===== config.mk =====
export PLATFORM = sky130hd
export DESIGN_NAME = pec_event_counters
export DESIGN_NICKNAME = d
export VERILOG_FILES = /design/src/hw/pec_pkg.sv /design/src/hw/pec_event_counters.sv /design/src/hw/pec_sat_counter.sv
export SDC_FILE = /design/constraint.sdc
export NUM_CORES = 1
export LEC_CHECK = 0
export ABC_AREA = 1
export BUFFER_PORTS_ARGS = -buffer_cell sky130_fd_sc_hd__buf_2
export CORE_ASPECT_RATIO = 1.75
export CORE_MARGIN = 1
export CORE_UTILIZATION = 30
export CTS_CLUSTER_DIAMETER = 50
export DETAILED_ROUTE_END_ITERATION = 8
export PLACE_DENSITY = 0.49
export SLEW_MARGIN = 20
export SYNTH_ARGS = -nofsm -noshare
export SYNTH_HDL_FRONTEND = slang
export SYNTH_SLANG_ARGS = --single-unit

===== constraint.sdc =====
create_clock -name CLK_SYS -period 2.3 [get_ports CLK_SYS]
set_clock_uncertainty 0.2 [all_clocks]
set_input_delay 0.115 -clock CLK_SYS [delete_from_list [all_inputs] [get_ports CLK_SYS]]
set_output_delay 0.115 -clock CLK_SYS [all_outputs]
set_load 0.02 [all_outputs]

===== src/hw/pec_pkg.sv =====
// Purpose: constants and types for the receive performance event counters
// Assumes: one receive framer channel, 100 MHz system clock
// Notes: all figures used by the counter block live here

// =====================================================================
// Package
package pec_pkg;

	// =================================================================
	// Clock and timing base
	localparam int CLK_PERIOD_NS = 10;
	localparam int SECOND_NS = 1000000000;
	localparam int SECOND_CYCLES = SECOND_NS / CLK_PERIOD_NS;

	// =================================================================
	// Widths
	localparam int CNT_W = 16;
	localparam int SEC_CNT_W = 10;
	localparam int RUN_W = 5;
	localparam int NUM_CNT = 7;
	localparam int ES_EN_W = 6;

	// =================================================================
	// Counter index in the status bank
	localparam int IDX_BPV = 0;
	localparam int IDX_FER = 1;
	localparam int IDX_CRC = 2;
	localparam int IDX_EBIT = 3;
	localparam int IDX_ES = 4;
	localparam int IDX_BES = 5;
	localparam int IDX_SES = 6;

	// =================================================================
	// Errored second enable bit positions
	localparam int ESEN_FRAMING = 0;
	localparam int ESEN_CRC = 1;
	localparam int ESEN_EBIT = 2;
	localparam int ESEN_NT1 = 3;
	localparam int ESEN_NT1_REMOTE = 4;
	localparam int ESEN_BPV = 5;

	// =================================================================
	// Line code thresholds, consecutive empty bit times
	localparam logic [RUN_W-1:0] ZERO_RUN_AMI = 5'h10;
	localparam logic [RUN_W-1:0] ZERO_RUN_B8ZS = 5'h08;
	localparam logic [RUN_W-1:0] ZERO_RUN_HDB3 = 5'h04;

	// =================================================================
	// Per-second thresholds
	localparam logic [SEC_CNT_W-1:0] BES_LOW_DEFAULT = 10'h001;
	localparam logic [SEC_CNT_W-1:0] SES_SF_DEFAULT = 10'h008;
	localparam logic [SEC_CNT_W-1:0] SES_ESF_DEFAULT = 10'h140;
	localparam logic [SEC_CNT_W-1:0] SES_E1_DEFAULT = 10'h010;
	localparam logic [SEC_CNT_W-1:0] SES_CRC4_DEFAULT = 10'h393;
	localparam logic [SEC_CNT_W-1:0] XCRC_ESF = 10'h140;
	localparam logic [SEC_CNT_W-1:0] XCRC_CRC4 = 10'h393;
	localparam logic [3:0] UAS_RUN = 4'ha;

	// =================================================================
	// Multiframe positions holding far-end error bits
	localparam logic [3:0] EBIT_FRAME_A = 4'hd;
	localparam logic [3:0] EBIT_FRAME_B = 4'hf;

	// =================================================================
	// Modes
	typedef enum logic [1:0] {LC_AMI, LC_B8ZS, LC_HDB3, LC_RSVD} pec_line_code_type;
	typedef enum logic [2:0] {FM_SF_D4, FM_SF_96CH, FM_SF_DDS, FM_ESF, FM_E1}
		pec_frame_mode_type;
	typedef enum logic [1:0] {VW_LOCAL, VW_REMOTE, VW_NT1, VW_NT1_REMOTE} pec_view_type;

endpackage : pec_pkg


===== src/hw/pec_event_counters.sv =====
// Purpose: receive performance event counters of one framer channel
// Assumes: line and framer inputs are same-clock strobes from the receive front end
// Notes: one-second base counted here; shorten SECOND_LEN in simulation
//
// Behaviour
// - AMI counts bipolar violations and runs of sixteen or more zeros.
// - B8ZS counts bipolar violations, code violations and eight empty bit times.
// - HDB3 counts bipolar violations, code violations and four empty bit times.
// - D4 and 96-channel frames count signalling framing errors only when select is set.
// - DDS counts terminal, signalling and channel 24 errors; ESF counts pattern errors.
// - E1 counts alignment word errors, plus non-alignment bit 2 when select is clear.
// - ESF or E1 with CRC counts every failed checksum.
// - Excessive CRC flagged at 320 per second ESF, 915 per second E1 with CRC-4.
// - E1 CRC-4 counts zero far-end bits in frames 13 and 15.
// - Any enabled error in a second makes it errored and counts it.
// - Default errored criterion is one qualifying event chosen by mode and view.
// - T1 bursty second: more than one, below 8 framing or 320 CRC errors.
// - E1 bursty second: more than one, below 16 framing, or below 915 with CRC-4.
// - T1 severe second: 8 framing errors or 320 CRC errors.
// - E1 severe second: 16 framing errors, or 915 events with CRC-4.
// - Each second spent unavailable increments the unavailable second counter.
// - Ten consecutive severe seconds enter the unavailable state.
// - Ten consecutive non-severe seconds leave the unavailable state.
// - Hardwired bursty and severe thresholds apply until host loads replacement values.
// - Error counts are presented as host-readable status counters.
// - Errored and severe second counters hold while unavailable.

`timescale 1ns/1ps

// =====================================================================
// Top
module pec_event_counters
	import pec_pkg::*;
#(
	parameter int SECOND_LEN = SECOND_CYCLES
)
(
	// Clock and reset
	input wire logic CLK_SYS,
	input wire logic SYS_RST,
	// Dual-rail line symbols, one bit time per strobe
	input wire logic RX_BIT_VALID,
	input wire logic RX_POS,
	input wire logic RX_NEG,
	input wire logic RX_SUBST_PULSE,
	input wire logic RX_CODE_VIOL,
	// Framer alignment results, one-cycle strobes
	input wire logic TERMINAL_FRAMING_BIT_ERR,
	input wire logic SIGNALING_FRAMING_BIT_ERR,
	input wire logic DDS_CH24_ERR,
	input wire logic EXTENDED_SUPERFRAME_PATTERN_BIT_ERR,
	input wire logic FAS_WORD_ERR,
	input wire logic NFAS_BIT2_ERR,
	input wire logic CRC_FAIL,
	input wire logic EBIT_VALID,
	input wire logic EBIT_VALUE,
	input wire logic [3:0] MF_FRAME_NUM,
	input wire logic SA6_CODE_VALID,
	input wire logic [3:0] SA6_CODE,
	// Configuration
	input wire logic [1:0] LINE_CODE,
	input wire logic [2:0] FRAME_MODE,
	input wire logic CRC4_ENABLE,
	input wire logic FRAMING_CHECK_SELECT_CONFIG,
	input wire logic [1:0] SECOND_VIEW_SELECT,
	input wire logic [ES_EN_W-1:0] ERRORED_SECOND_ENABLE,
	input wire logic SECOND_THRESHOLD_LOAD,
	input wire logic [SEC_CNT_W-1:0] SECOND_THRESHOLD_BURSTY,
	input wire logic [SEC_CNT_W-1:0] SECOND_THRESHOLD_SEVERE,
	input wire logic COUNTER_CLEAR,
	// Status
	output logic [CNT_W-1:0] BPV_COUNT,
	output logic [CNT_W-1:0] FER_COUNT,
	output logic [CNT_W-1:0] CRC_COUNT,
	output logic [CNT_W-1:0] EBIT_COUNT,
	output logic [CNT_W-1:0] ES_COUNT,
	output logic [CNT_W-1:0] BES_COUNT,
	output logic [CNT_W-1:0] SES_COUNT,
	output logic [CNT_W-1:0] UAS_COUNT,
	output logic EXCESSIVE_CRC,
	output logic UNAVAILABLE,
	output logic SECOND_TICK
);

	// =================================================================
	// Mode decode
	pec_line_code_type line_code;
	pec_frame_mode_type frame_mode;
	pec_view_type view;
	logic is_esf;
	logic is_e1;
	logic is_crc4;
	logic is_t1_sf;

	assign line_code = pec_line_code_type'(LINE_CODE);
	assign frame_mode = pec_frame_mode_type'(FRAME_MODE);
	assign view = pec_view_type'(SECOND_VIEW_SELECT);
	assign is_esf = (frame_mode == FM_ESF);
	assign is_e1 = (frame_mode == FM_E1);
	assign is_crc4 = is_e1 && CRC4_ENABLE;
	assign is_t1_sf = !is_esf && !is_e1;

	// =================================================================
	// Bipolar and code violations
	// Dual-rail input is what makes polarity visible at all here.
	logic pulse;
	logic pulse_pol;
	logic last_pol_reg;
	logic [RUN_W-1:0] zero_run_reg;
	logic [RUN_W-1:0] zero_limit;
	logic bpv_raw;
	logic cv_raw;
	logic zero_hit;
	logic bpv_event;

	assign pulse = RX_POS ^ RX_NEG;
	assign pulse_pol = RX_POS;
	assign bpv_raw = RX_BIT_VALID && pulse && (pulse_pol == last_pol_reg);
	assign cv_raw = RX_BIT_VALID && ((RX_POS && RX_NEG) || RX_CODE_VIOL);

	always_comb
	begin
		case (line_code)
			LC_AMI: zero_limit = ZERO_RUN_AMI;
			LC_B8ZS: zero_limit = ZERO_RUN_B8ZS;
			LC_HDB3: zero_limit = ZERO_RUN_HDB3;
			default: zero_limit = ZERO_RUN_AMI;
		endcase
	end

	// Event fires once per run, on the bit that reaches the limit
	assign zero_hit = RX_BIT_VALID && !RX_POS && !RX_NEG
		&& (zero_run_reg == zero_limit - RUN_W'(1));

	always_ff @(posedge CLK_SYS)
	begin
		if (SYS_RST)
			last_pol_reg <= 1'b0;
		else if (RX_BIT_VALID && pulse)
			last_pol_reg <= pulse_pol;
	end

	always_ff @(posedge CLK_SYS)
	begin
		if (SYS_RST)
			zero_run_reg <= '0;
		else if (RX_BIT_VALID)
		begin
			if (RX_POS || RX_NEG)
				zero_run_reg <= '0;
			else if (zero_run_reg != '1)
				zero_run_reg <= zero_run_reg + RUN_W'(1);
		end
	end

	always_comb
	begin
		case (line_code)
			LC_AMI: bpv_event = bpv_raw || zero_hit;
			LC_B8ZS, LC_HDB3: bpv_event = (bpv_raw && !RX_SUBST_PULSE) || cv_raw || zero_hit;
			default: bpv_event = 1'b0;
		endcase
	end

	// =================================================================
	// Framing, CRC and far-end events
	logic fer_event;
	logic crc_event;
	logic ebit_event;
	logic nt1_event;
	logic nt1_remote_event;

	always_comb
	begin
		case (frame_mode)
			FM_SF_D4, FM_SF_96CH: fer_event = TERMINAL_FRAMING_BIT_ERR
				|| (FRAMING_CHECK_SELECT_CONFIG && SIGNALING_FRAMING_BIT_ERR);
			FM_SF_DDS: fer_event = TERMINAL_FRAMING_BIT_ERR
				|| SIGNALING_FRAMING_BIT_ERR || DDS_CH24_ERR;
			FM_ESF: fer_event = EXTENDED_SUPERFRAME_PATTERN_BIT_ERR;
			FM_E1: fer_event = FAS_WORD_ERR
				|| (!FRAMING_CHECK_SELECT_CONFIG && NFAS_BIT2_ERR);
			default: fer_event = 1'b0;
		endcase
	end

	assign crc_event = (is_esf || is_crc4) && CRC_FAIL;
	assign ebit_event = is_crc4 && EBIT_VALID && !EBIT_VALUE
		&& (MF_FRAME_NUM == EBIT_FRAME_A || MF_FRAME_NUM == EBIT_FRAME_B);
	assign nt1_event = is_crc4 && SA6_CODE_VALID && (SA6_CODE[3:1] == 3'h1);
	assign nt1_remote_event = is_crc4 && SA6_CODE_VALID
		&& !SA6_CODE[3] && !SA6_CODE[2] && SA6_CODE[0];

	// =================================================================
	// One-second base
	logic [31:0] tick_cnt_reg;
	logic tick;

	assign tick = (tick_cnt_reg == 32'(SECOND_LEN - 1));

	always_ff @(posedge CLK_SYS)
	begin
		if (SYS_RST)
			tick_cnt_reg <= '0;
		else if (tick)
			tick_cnt_reg <= '0;
		else
			tick_cnt_reg <= tick_cnt_reg + 32'h1;
	end

	// =================================================================
	// Per-second accumulation
	logic qual_event;
	logic [SEC_CNT_W-1:0] qual_cnt_reg;
	logic [SEC_CNT_W-1:0] crc_sec_reg;
	logic [ES_EN_W-1:0] seen_reg;
	logic [ES_EN_W-1:0] seen_now;

	always_comb
	begin
		if (is_crc4)
		begin
			case (view)
				VW_LOCAL: qual_event = crc_event;
				VW_REMOTE: qual_event = ebit_event;
				VW_NT1: qual_event = nt1_event;
				VW_NT1_REMOTE: qual_event = nt1_remote_event;
				default: qual_event = 1'b0;
			endcase
		end
		else if (is_esf)
			qual_event = crc_event;
		else
			qual_event = fer_event;
	end

	assign seen_now = {bpv_event, nt1_remote_event, nt1_event, ebit_event, crc_event, fer_event};

	// Events in the tick cycle open the next second, so none is dropped
	always_ff @(posedge CLK_SYS)
	begin
		if (SYS_RST)
			seen_reg <= '0;
		else if (tick)
			seen_reg <= seen_now;
		else
			seen_reg <= seen_reg | seen_now;
	end

	always_ff @(posedge CLK_SYS)
	begin
		if (SYS_RST)
			qual_cnt_reg <= '0;
		else if (tick)
			qual_cnt_reg <= {{(SEC_CNT_W-1){1'b0}}, qual_event};
		else if (qual_event && qual_cnt_reg != '1)
			qual_cnt_reg <= qual_cnt_reg + SEC_CNT_W'(1);
	end

	always_ff @(posedge CLK_SYS)
	begin
		if (SYS_RST)
			crc_sec_reg <= '0;
		else if (tick)
			crc_sec_reg <= {{(SEC_CNT_W-1){1'b0}}, crc_event};
		else if (crc_event && crc_sec_reg != '1)
			crc_sec_reg <= crc_sec_reg + SEC_CNT_W'(1);
	end

	// =================================================================
	// Thresholds
	// Host values replace the bursty and severe defaults at once, not the excessive CRC marks; only reset restores them.
	logic thr_loaded_reg;
	logic [SEC_CNT_W-1:0] thr_bes_reg;
	logic [SEC_CNT_W-1:0] thr_ses_reg;
	logic [SEC_CNT_W-1:0] bes_low;
	logic [SEC_CNT_W-1:0] ses_thr;
	logic [SEC_CNT_W-1:0] xcrc_thr;

	always_ff @(posedge CLK_SYS)
	begin
		if (SYS_RST)
		begin
			thr_loaded_reg <= 1'b0;
			thr_bes_reg <= BES_LOW_DEFAULT;
			thr_ses_reg <= SES_SF_DEFAULT;
		end
		else if (SECOND_THRESHOLD_LOAD)
		begin
			thr_loaded_reg <= 1'b1;
			thr_bes_reg <= SECOND_THRESHOLD_BURSTY;
			thr_ses_reg <= SECOND_THRESHOLD_SEVERE;
		end
	end

	always_comb
	begin
		bes_low = thr_loaded_reg ? thr_bes_reg : BES_LOW_DEFAULT;
		if (thr_loaded_reg)
			ses_thr = thr_ses_reg;
		else if (is_crc4)
			ses_thr = SES_CRC4_DEFAULT;
		else if (is_e1)
			ses_thr = SES_E1_DEFAULT;
		else if (is_esf)
			ses_thr = SES_ESF_DEFAULT;
		else
			ses_thr = SES_SF_DEFAULT;
		xcrc_thr = is_esf ? XCRC_ESF : XCRC_CRC4;
	end

	// =================================================================
	// Second classification
	logic sec_errored;
	logic sec_bursty;
	logic sec_severe;

	assign sec_errored = (qual_cnt_reg != '0) || ((seen_reg & ERRORED_SECOND_ENABLE) != '0);
	assign sec_bursty = (qual_cnt_reg > bes_low) && (qual_cnt_reg < ses_thr);
	assign sec_severe = (qual_cnt_reg >= ses_thr);

	always_ff @(posedge CLK_SYS)
	begin
		if (SYS_RST)
			EXCESSIVE_CRC <= 1'b0;
		else if (tick)
			EXCESSIVE_CRC <= (is_esf || is_crc4) && (crc_sec_reg >= xcrc_thr);
	end

	// =================================================================
	// Unavailable state
	logic [3:0] run_reg;
	logic unavail_reg;

	always_ff @(posedge CLK_SYS)
	begin
		if (SYS_RST)
		begin
			run_reg <= '0;
			unavail_reg <= 1'b0;
		end
		else if (tick)
		begin
			// Run counts the seconds that would flip the state
			if (sec_severe != unavail_reg)
			begin
				if (run_reg == UAS_RUN - 4'h1)
				begin
					run_reg <= '0;
					unavail_reg <= !unavail_reg;
				end
				else
					run_reg <= run_reg + 4'h1;
			end
			else
				run_reg <= '0;
		end
	end

	assign UNAVAILABLE = unavail_reg;

	always_ff @(posedge CLK_SYS)
	begin
		if (SYS_RST)
			SECOND_TICK <= 1'b0;
		else
			SECOND_TICK <= tick;
	end

	// =================================================================
	// Status counter bank
	logic [NUM_CNT-1:0] inc_vec;
	logic [CNT_W-1:0] count_arr [NUM_CNT];
	logic uas_inc;

	assign inc_vec[IDX_BPV] = bpv_event;
	assign inc_vec[IDX_FER] = fer_event;
	assign inc_vec[IDX_CRC] = crc_event;
	assign inc_vec[IDX_EBIT] = ebit_event;
	assign inc_vec[IDX_ES] = tick && !unavail_reg && sec_errored;
	assign inc_vec[IDX_BES] = tick && !unavail_reg && sec_bursty;
	assign inc_vec[IDX_SES] = tick && !unavail_reg && sec_severe;
	assign uas_inc = tick && unavail_reg;

	genvar gi;
	generate
		for (gi = 0; gi < NUM_CNT; gi++)
		begin : g_cnt
			pec_sat_counter u_cnt (
				.clk(CLK_SYS),
				.rst(SYS_RST),
				.inc(inc_vec[gi]),
				.clr(COUNTER_CLEAR),
				.count(count_arr[gi])
			);
		end
	endgenerate

	pec_sat_counter u_uas (
		.clk(CLK_SYS),
		.rst(SYS_RST),
		.inc(uas_inc),
		.clr(COUNTER_CLEAR),
		.count(UAS_COUNT)
	);

	// Host reads these directly
	assign BPV_COUNT = count_arr[IDX_BPV];
	assign FER_COUNT = count_arr[IDX_FER];
	assign CRC_COUNT = count_arr[IDX_CRC];
	assign EBIT_COUNT = count_arr[IDX_EBIT];
	assign ES_COUNT = count_arr[IDX_ES];
	assign BES_COUNT = count_arr[IDX_BES];
	assign SES_COUNT = count_arr[IDX_SES];

endmodule : pec_event_counters


===== src/hw/pec_sat_counter.sv =====
// Purpose: 16-bit event counter that sticks at full scale
// Assumes: increment and clear are single-cycle pulses
// Notes: a clear in the same cycle as an event keeps that event

`timescale 1ns/1ps

// =====================================================================
// Saturating counter
module pec_sat_counter
	import pec_pkg::*;
(
	// Clock and reset
	input wire logic clk,
	input wire logic rst,
	// Control
	input wire logic inc,
	input wire logic clr,
	// Count
	output logic [CNT_W-1:0] count
);

	logic [CNT_W-1:0] count_reg;

	always_ff @(posedge clk)
	begin
		if (rst)
			count_reg <= '0;
		else if (clr)
			count_reg <= inc ? CNT_W'(1) : '0;
		else if (inc && count_reg != '1)
			count_reg <= count_reg + CNT_W'(1);
	end

	assign count = count_reg;

endmodule : pec_sat_counter


# After elaboration in Yosys (flattened, before gate mapping)
# Index checks and enable logic that the tools add are counted.
# Widths: inputs -> output; s select.
# word_totals
ff_bits,220
output_inout_bits,131
word_cells,195
# classes
addsub,14
magnitude_cmp,4
eq_ne,28
muxes,45
bitwise,3
reduce_logical,78
# op_table
cell,count
$mux 16,16
$add 16x1->16 const B,8
$ne 16x16->1 const B,8
$mux 10,4
$logic_and 1x1->1,37
$add 32x1->32 const B,1
$eq 32x27->1 const B,1
$reduce_bool 2->1,11
$add 10x1->10 const B,2
$ge 10x10->1,2
$ne 10x10->1 const B,2
$mux 9,2
$mux 1,14
$eq 4x4->1 const B,3
$logic_or 1x1->1,12
$gt 10x10->1,1
$lt 10x10->1,1
$mux 5,2
$pmux 5 s2,1
$reduce_bool 10->1,1
$logic_not 1->1,8
$mux 4,2
$pmux 1 s4,2
$and 6x6->6,1
22 further kinds,30

# Longest topological paths before layout
# depth
ltp_word,11
ltp_mapped,18
ltp_nobuf,18

# Hierarchy
# Synthesis repeated with hierarchy kept, for this count alone.
# unflattened
cells_unflattened,2058
area_unflattened_um2,13777.0
# modules_own_cells
module,instances,cells_each,area_each_um2
pec_sat_counter,8,161,1009.7
pec_event_counters,1,770,5699.2

# Worst setup path after synthesis
# No wires, ideal clock.
# synth_timing
kind,reg2reg
startpoint,register thr_loaded_reg
endpoint,register g_cnt[5].u_cnt.count_reg[10]
setup_time_ns,0.136
arrival_ns,2.080
slack_ns,-0.116
path_stages_with_launch,14
synth_period_minus_slack_ns,2.416
path_cell_list,dfxtp_1 -> clkbuf_1 -> nand2_1 -> ha_1 -> nand2_1 -> nor2_1 -> nand3_1 -> nand3_1 -> nand2_1 -> nor2_1 -> nand3_4 -> buf_2 -> nand3_1 -> a21oi_2
# synth_via
elab_chain_len,6
# synth_lines
element,line,source
from (decl),pec_event_counters.sv:273,logic thr_loaded_reg;
from (signal assigned),pec_event_counters.sv:284,thr_loaded_reg <= 1'b0;
from (signal assigned),pec_event_counters.sv:290,thr_loaded_reg <= 1'b1;
"$mux 10, on equally long branches","pec_event_counters.sv:298, pec_event_counters.sv:299",
$gt 10x10->1 or $lt 10x10->1 (tied branches),pec_event_counters.sv:319,assign sec_bursty = (qual_cnt_reg > bes_low) && (qual_cnt_reg < ses_thr);
$logic_and 1x1->1 *,pec_event_counters.sv:319,
$logic_and 1x1->1 *,pec_event_counters.sv:381,assign inc_vec[IDX_BES] = tick && !unavail_reg && sec_bursty;
$logic_and 1x1->1 *,pec_sat_counter.sv:30,else if (inc && count_reg != '1)
$reduce_bool 2->1 (no line) *,--,
to (signal assigned),pec_sat_counter.sv:29,count_reg <= inc ? CNT_W'(1) : '0;
to (signal assigned),pec_sat_counter.sv:31,count_reg <= count_reg + CNT_W'(1);
to (decl),pec_sat_counter.sv:22,logic [CNT_W-1:0] count_reg;
# Mark *: on every way between the ends. The rest lies on a longest branch, timed or not.
# A chain may end at the register's enable or synchronous reset.

# Worst setup path in the final report
# layout_timing
startpoint,register thr_loaded_reg
endpoint,register g_cnt[5].u_cnt.count_reg[9]
# The elaborated chain is that of the path after synthesis.

==> impl_metrics.tcl <==
set metrics [dict create \
    track_usage_pct 20.1 \
    antenna_found_initial 0 \
    worst-setup-path-type "reg2reg" \
    worst_path_max_delay_cell "dfxtp_4" \
    irDropWorstVdd_v 0.000468 \
    dr_wl_met3_um 1450 \
    numClockSinks 220 \
    maxCapViolCount 0 \
    cts_made_buffers 28 \
    overflow 0 \
    final_nets 2423 \
    powerDensity_nw_per_um2 533 \
    ys_types 47 \
    synth-seq-cells 220 \
    cts_root_buf "clkbuf_16" \
    p_seq_share_pct 42.0 \
    yosysWarnings 0 \
    dr.max_layer_used "met4" \
    async_flop_share_pct 0 \
    hold_viol 0 \
    gp_congestion 0.940 \
    end_kind "register" \
    drt-initial-drc-count 748 \
    cp_common_cell "nand2_1" \
    io_pins 193 \
    h-tree-depth 1 \
    power_frac_comb_pct 9.2 \
    register_area_sq_um 4410 \
    tightest_slew_ns 0.704 \
    path_delay_family "simple AND/OR/NAND/NOR gates" \
    synth_edf_count 0 \
    p_sw_share_pct 25.8 \
    hp-class "in2reg" \
    met2_length_um 25300 \
    cts_tree "yes" \
    diodes 0 \
    final_cell_mix "372 x nand2_1, 259 x nor2_1, 218 x dfxtp_1, 198 x inv_1, 190 x buf_2" \
    avgSynthCellArea_sq_um 6.67 \
    crit_fanout 8 \
    rsz0062_at_grt "yes" \
    place_ws_ns -0.506 \
    drt_wl_total_um 45800 \
    grt_pass1_wl_um 72700 \
    die_height_um 278 \
    routed_via_density 4.93 \
    p_leak_nw 7.18 \
    layout_min_cycle_time_ns 2.40 \
    slew_viol_final 0 \
    critPathRequiredTime_ns 2.51 \
    finalPower_mw 9.31 \
    drcViolationCount 0 \
    relSlewSlack_pct 53.1 \
    synthesis.nets 2068 \
    synth_area_sq_um 13100 \
    max_freq_ghz 0.417 \
    core.rowCount 100 \
    vias 14300 \
    power_frac_clock_pct 48.8 \
    worstPathBufferInverterCount 2 \
    start_kind "register" \
    layout_commonest_cell "nand2_1" \
    setup_violations 34 \
    cp.arrival_ns 2.61 \
    clk_latency_ns 0.56 \
    io_buffer_count 191 \
    fin_util_pct 40.8 \
    grt_max_degree 57 \
    ys_seq_area_share_pct 33.7 \
    ant_nets 0 \
    outcome "finished, violations left" \
    area_growth_pct 33.7 \
    synth_ff_type "dfxtp_1" \
    grt_pass1_vias 14500 \
    largest_reg_flops 112 \
    floorplan.initialDensity_pct 30.5 \
    drive_above_1_share_pct 20.5 \
    wire_per_inst_um 15.8 \
    clk_pin_slew_ns 0.06 \
    coreArea_sq_um 42800 \
    violations "setup timing" \
    p_switching_mw 2.40 \
    multiInputGateArea_sq_um 7890 \
    fillers 4602 \
    crit_chain "buf_6 -> nor2_4 -> a22oi_2 -> ha_1 -> nand2_1 -> nand2_1 -> nand2_1 -> nand2_1 -> nand2_2 -> nand3_2 -> nor2_4 -> nand3_4 -> buf_8 -> nand3_1 -> a21oi_1" \
    die-area_sq_um 44400 \
    period_share_pct 104 \
    met1_length_um 17200 \
    dp_hpwl_um 34600 \
    p_int_mw 6.90 \
    ctsLongestPathBuffers 3 \
    drt_pre_antenna_iters 5 \
    postLayoutSetupSlackWorst_ns -0.100 \
    fp.dieW_um 160 \
    synth_cells 1960 \
    slowest_delay_ns 0.36 \
]
-- power by group through the flow --
stage	combinational [mW]	clock, mW	sequential (mW)
floorplan	0.399	0	3.99
global placement	0.729	0	3.99
detailed placement	0.739	0	3.99
CTS	0.854	4.68	3.91
global route	0.961	4.83	3.91
finish	0.861	4.54	3.91
-- final timing paths --
check | startpoint | endpoint | slack, ns | cells after the start
max | thr_loaded_reg | g_cnt[5].u_cnt.count[9] | -0.10 | 15
min | LINE_CODE[1] | seen_reg[5] | 0.02 | 5
max reg2reg | thr_loaded_reg | g_cnt[5].u_cnt.count[9] | -0.10 | 15
min reg2reg | tick_cnt_reg[31] | tick_cnt_reg[31] | 0.26 | 2
-- synth_stat cells (all sizes together) (3+ instances only) --
master / n / area (sq um)
or2: 8 / 50.1
nor3: 95 / 490
a211oi: 7 / 52.6
o21ai: 69 / 345
nor2: 280 / 1090
o22ai: 3 / 18.8
ha: 46 / 576
nor4: 12 / 75.1
nand3b: 7 / 52.6
nor3b: 6 / 45.0
xor2: 79 / 692
nand4: 82 / 532
o21a: 4 / 30.0
dfxtp: 220 / 4400
inv: 206 / 773
nand3: 201 / 1040
a21oi: 152 / 791
nand2: 388 / 1490
xnor2: 15 / 131
buf: 24 / 125
clkbuf: 39 / 146
-- logic make-up after synthesis --
kind of cell,after synthesis,share of synthesized area [%]
buffers and inverters,270,8.02
flip-flops,220,33.7
XOR/XNOR,94,6.30
AND/OR/NAND/NOR,1081,37.3
AO/OA/AOI/OAI,249,10.3
adder cells (fa/ha/maj),46,4.40
-- final cells by class --
cell class	count	share of cell area (%)
Timing Repair Buffer	387	15.6
Sequential cell	220	25.2
Timing Repair inverter	1	0.0286
Clock buffer	36	4.53
Clock inverter	16	0.938
Inverter	207	4.51
Tap cell	561	4.02
Multi-Input combinational cell	1470	45.1
-- metrics by stage --
step | cell area (sq um) | instances | TNS [ns] | hold slack [ns]
after floorplan | 13100 | 1960 | 0 | 0.00654
after global placement | 15500 | 2775 | -8.67 | 0.145
after detailed placement | 15500 | 2775 | -10.21 | 0.141
after CTS | 17300 | 2894 | -3.45 | 0.00251
after global routing | 17500 | 2898 | -8.29 | 0.0537
final | 17500 | 2898 | -2.07 | 0.0204
-- worst register-to-register path: cells and delay by family, from the launching register on --
family	cells	cell delay (ns)
compound gates	2	0.12
fa+ha+maj	1	0.30
buf+inv	2	0.31
flops	1	0.36
simple gates	10	0.97
-- per-layer routing --
layer  up-vias  global-route usage (%)
li1       7221                       -
met5         -                       0
met2       319                    40.8
met4         0                    8.67
met3        99                    1.89
met1      6657                    20.4
-- what timing repair did --
item,4_1_cts,5_1_grt
hold buffers,62,0
pin swaps,15,15
resized for setup,40,47
setup buffers,5,3
hold endpoints to repair,59,0
setup endpoints to repair,39,104
gates cloned,0,2
Power figures use the tool's default switching activity.
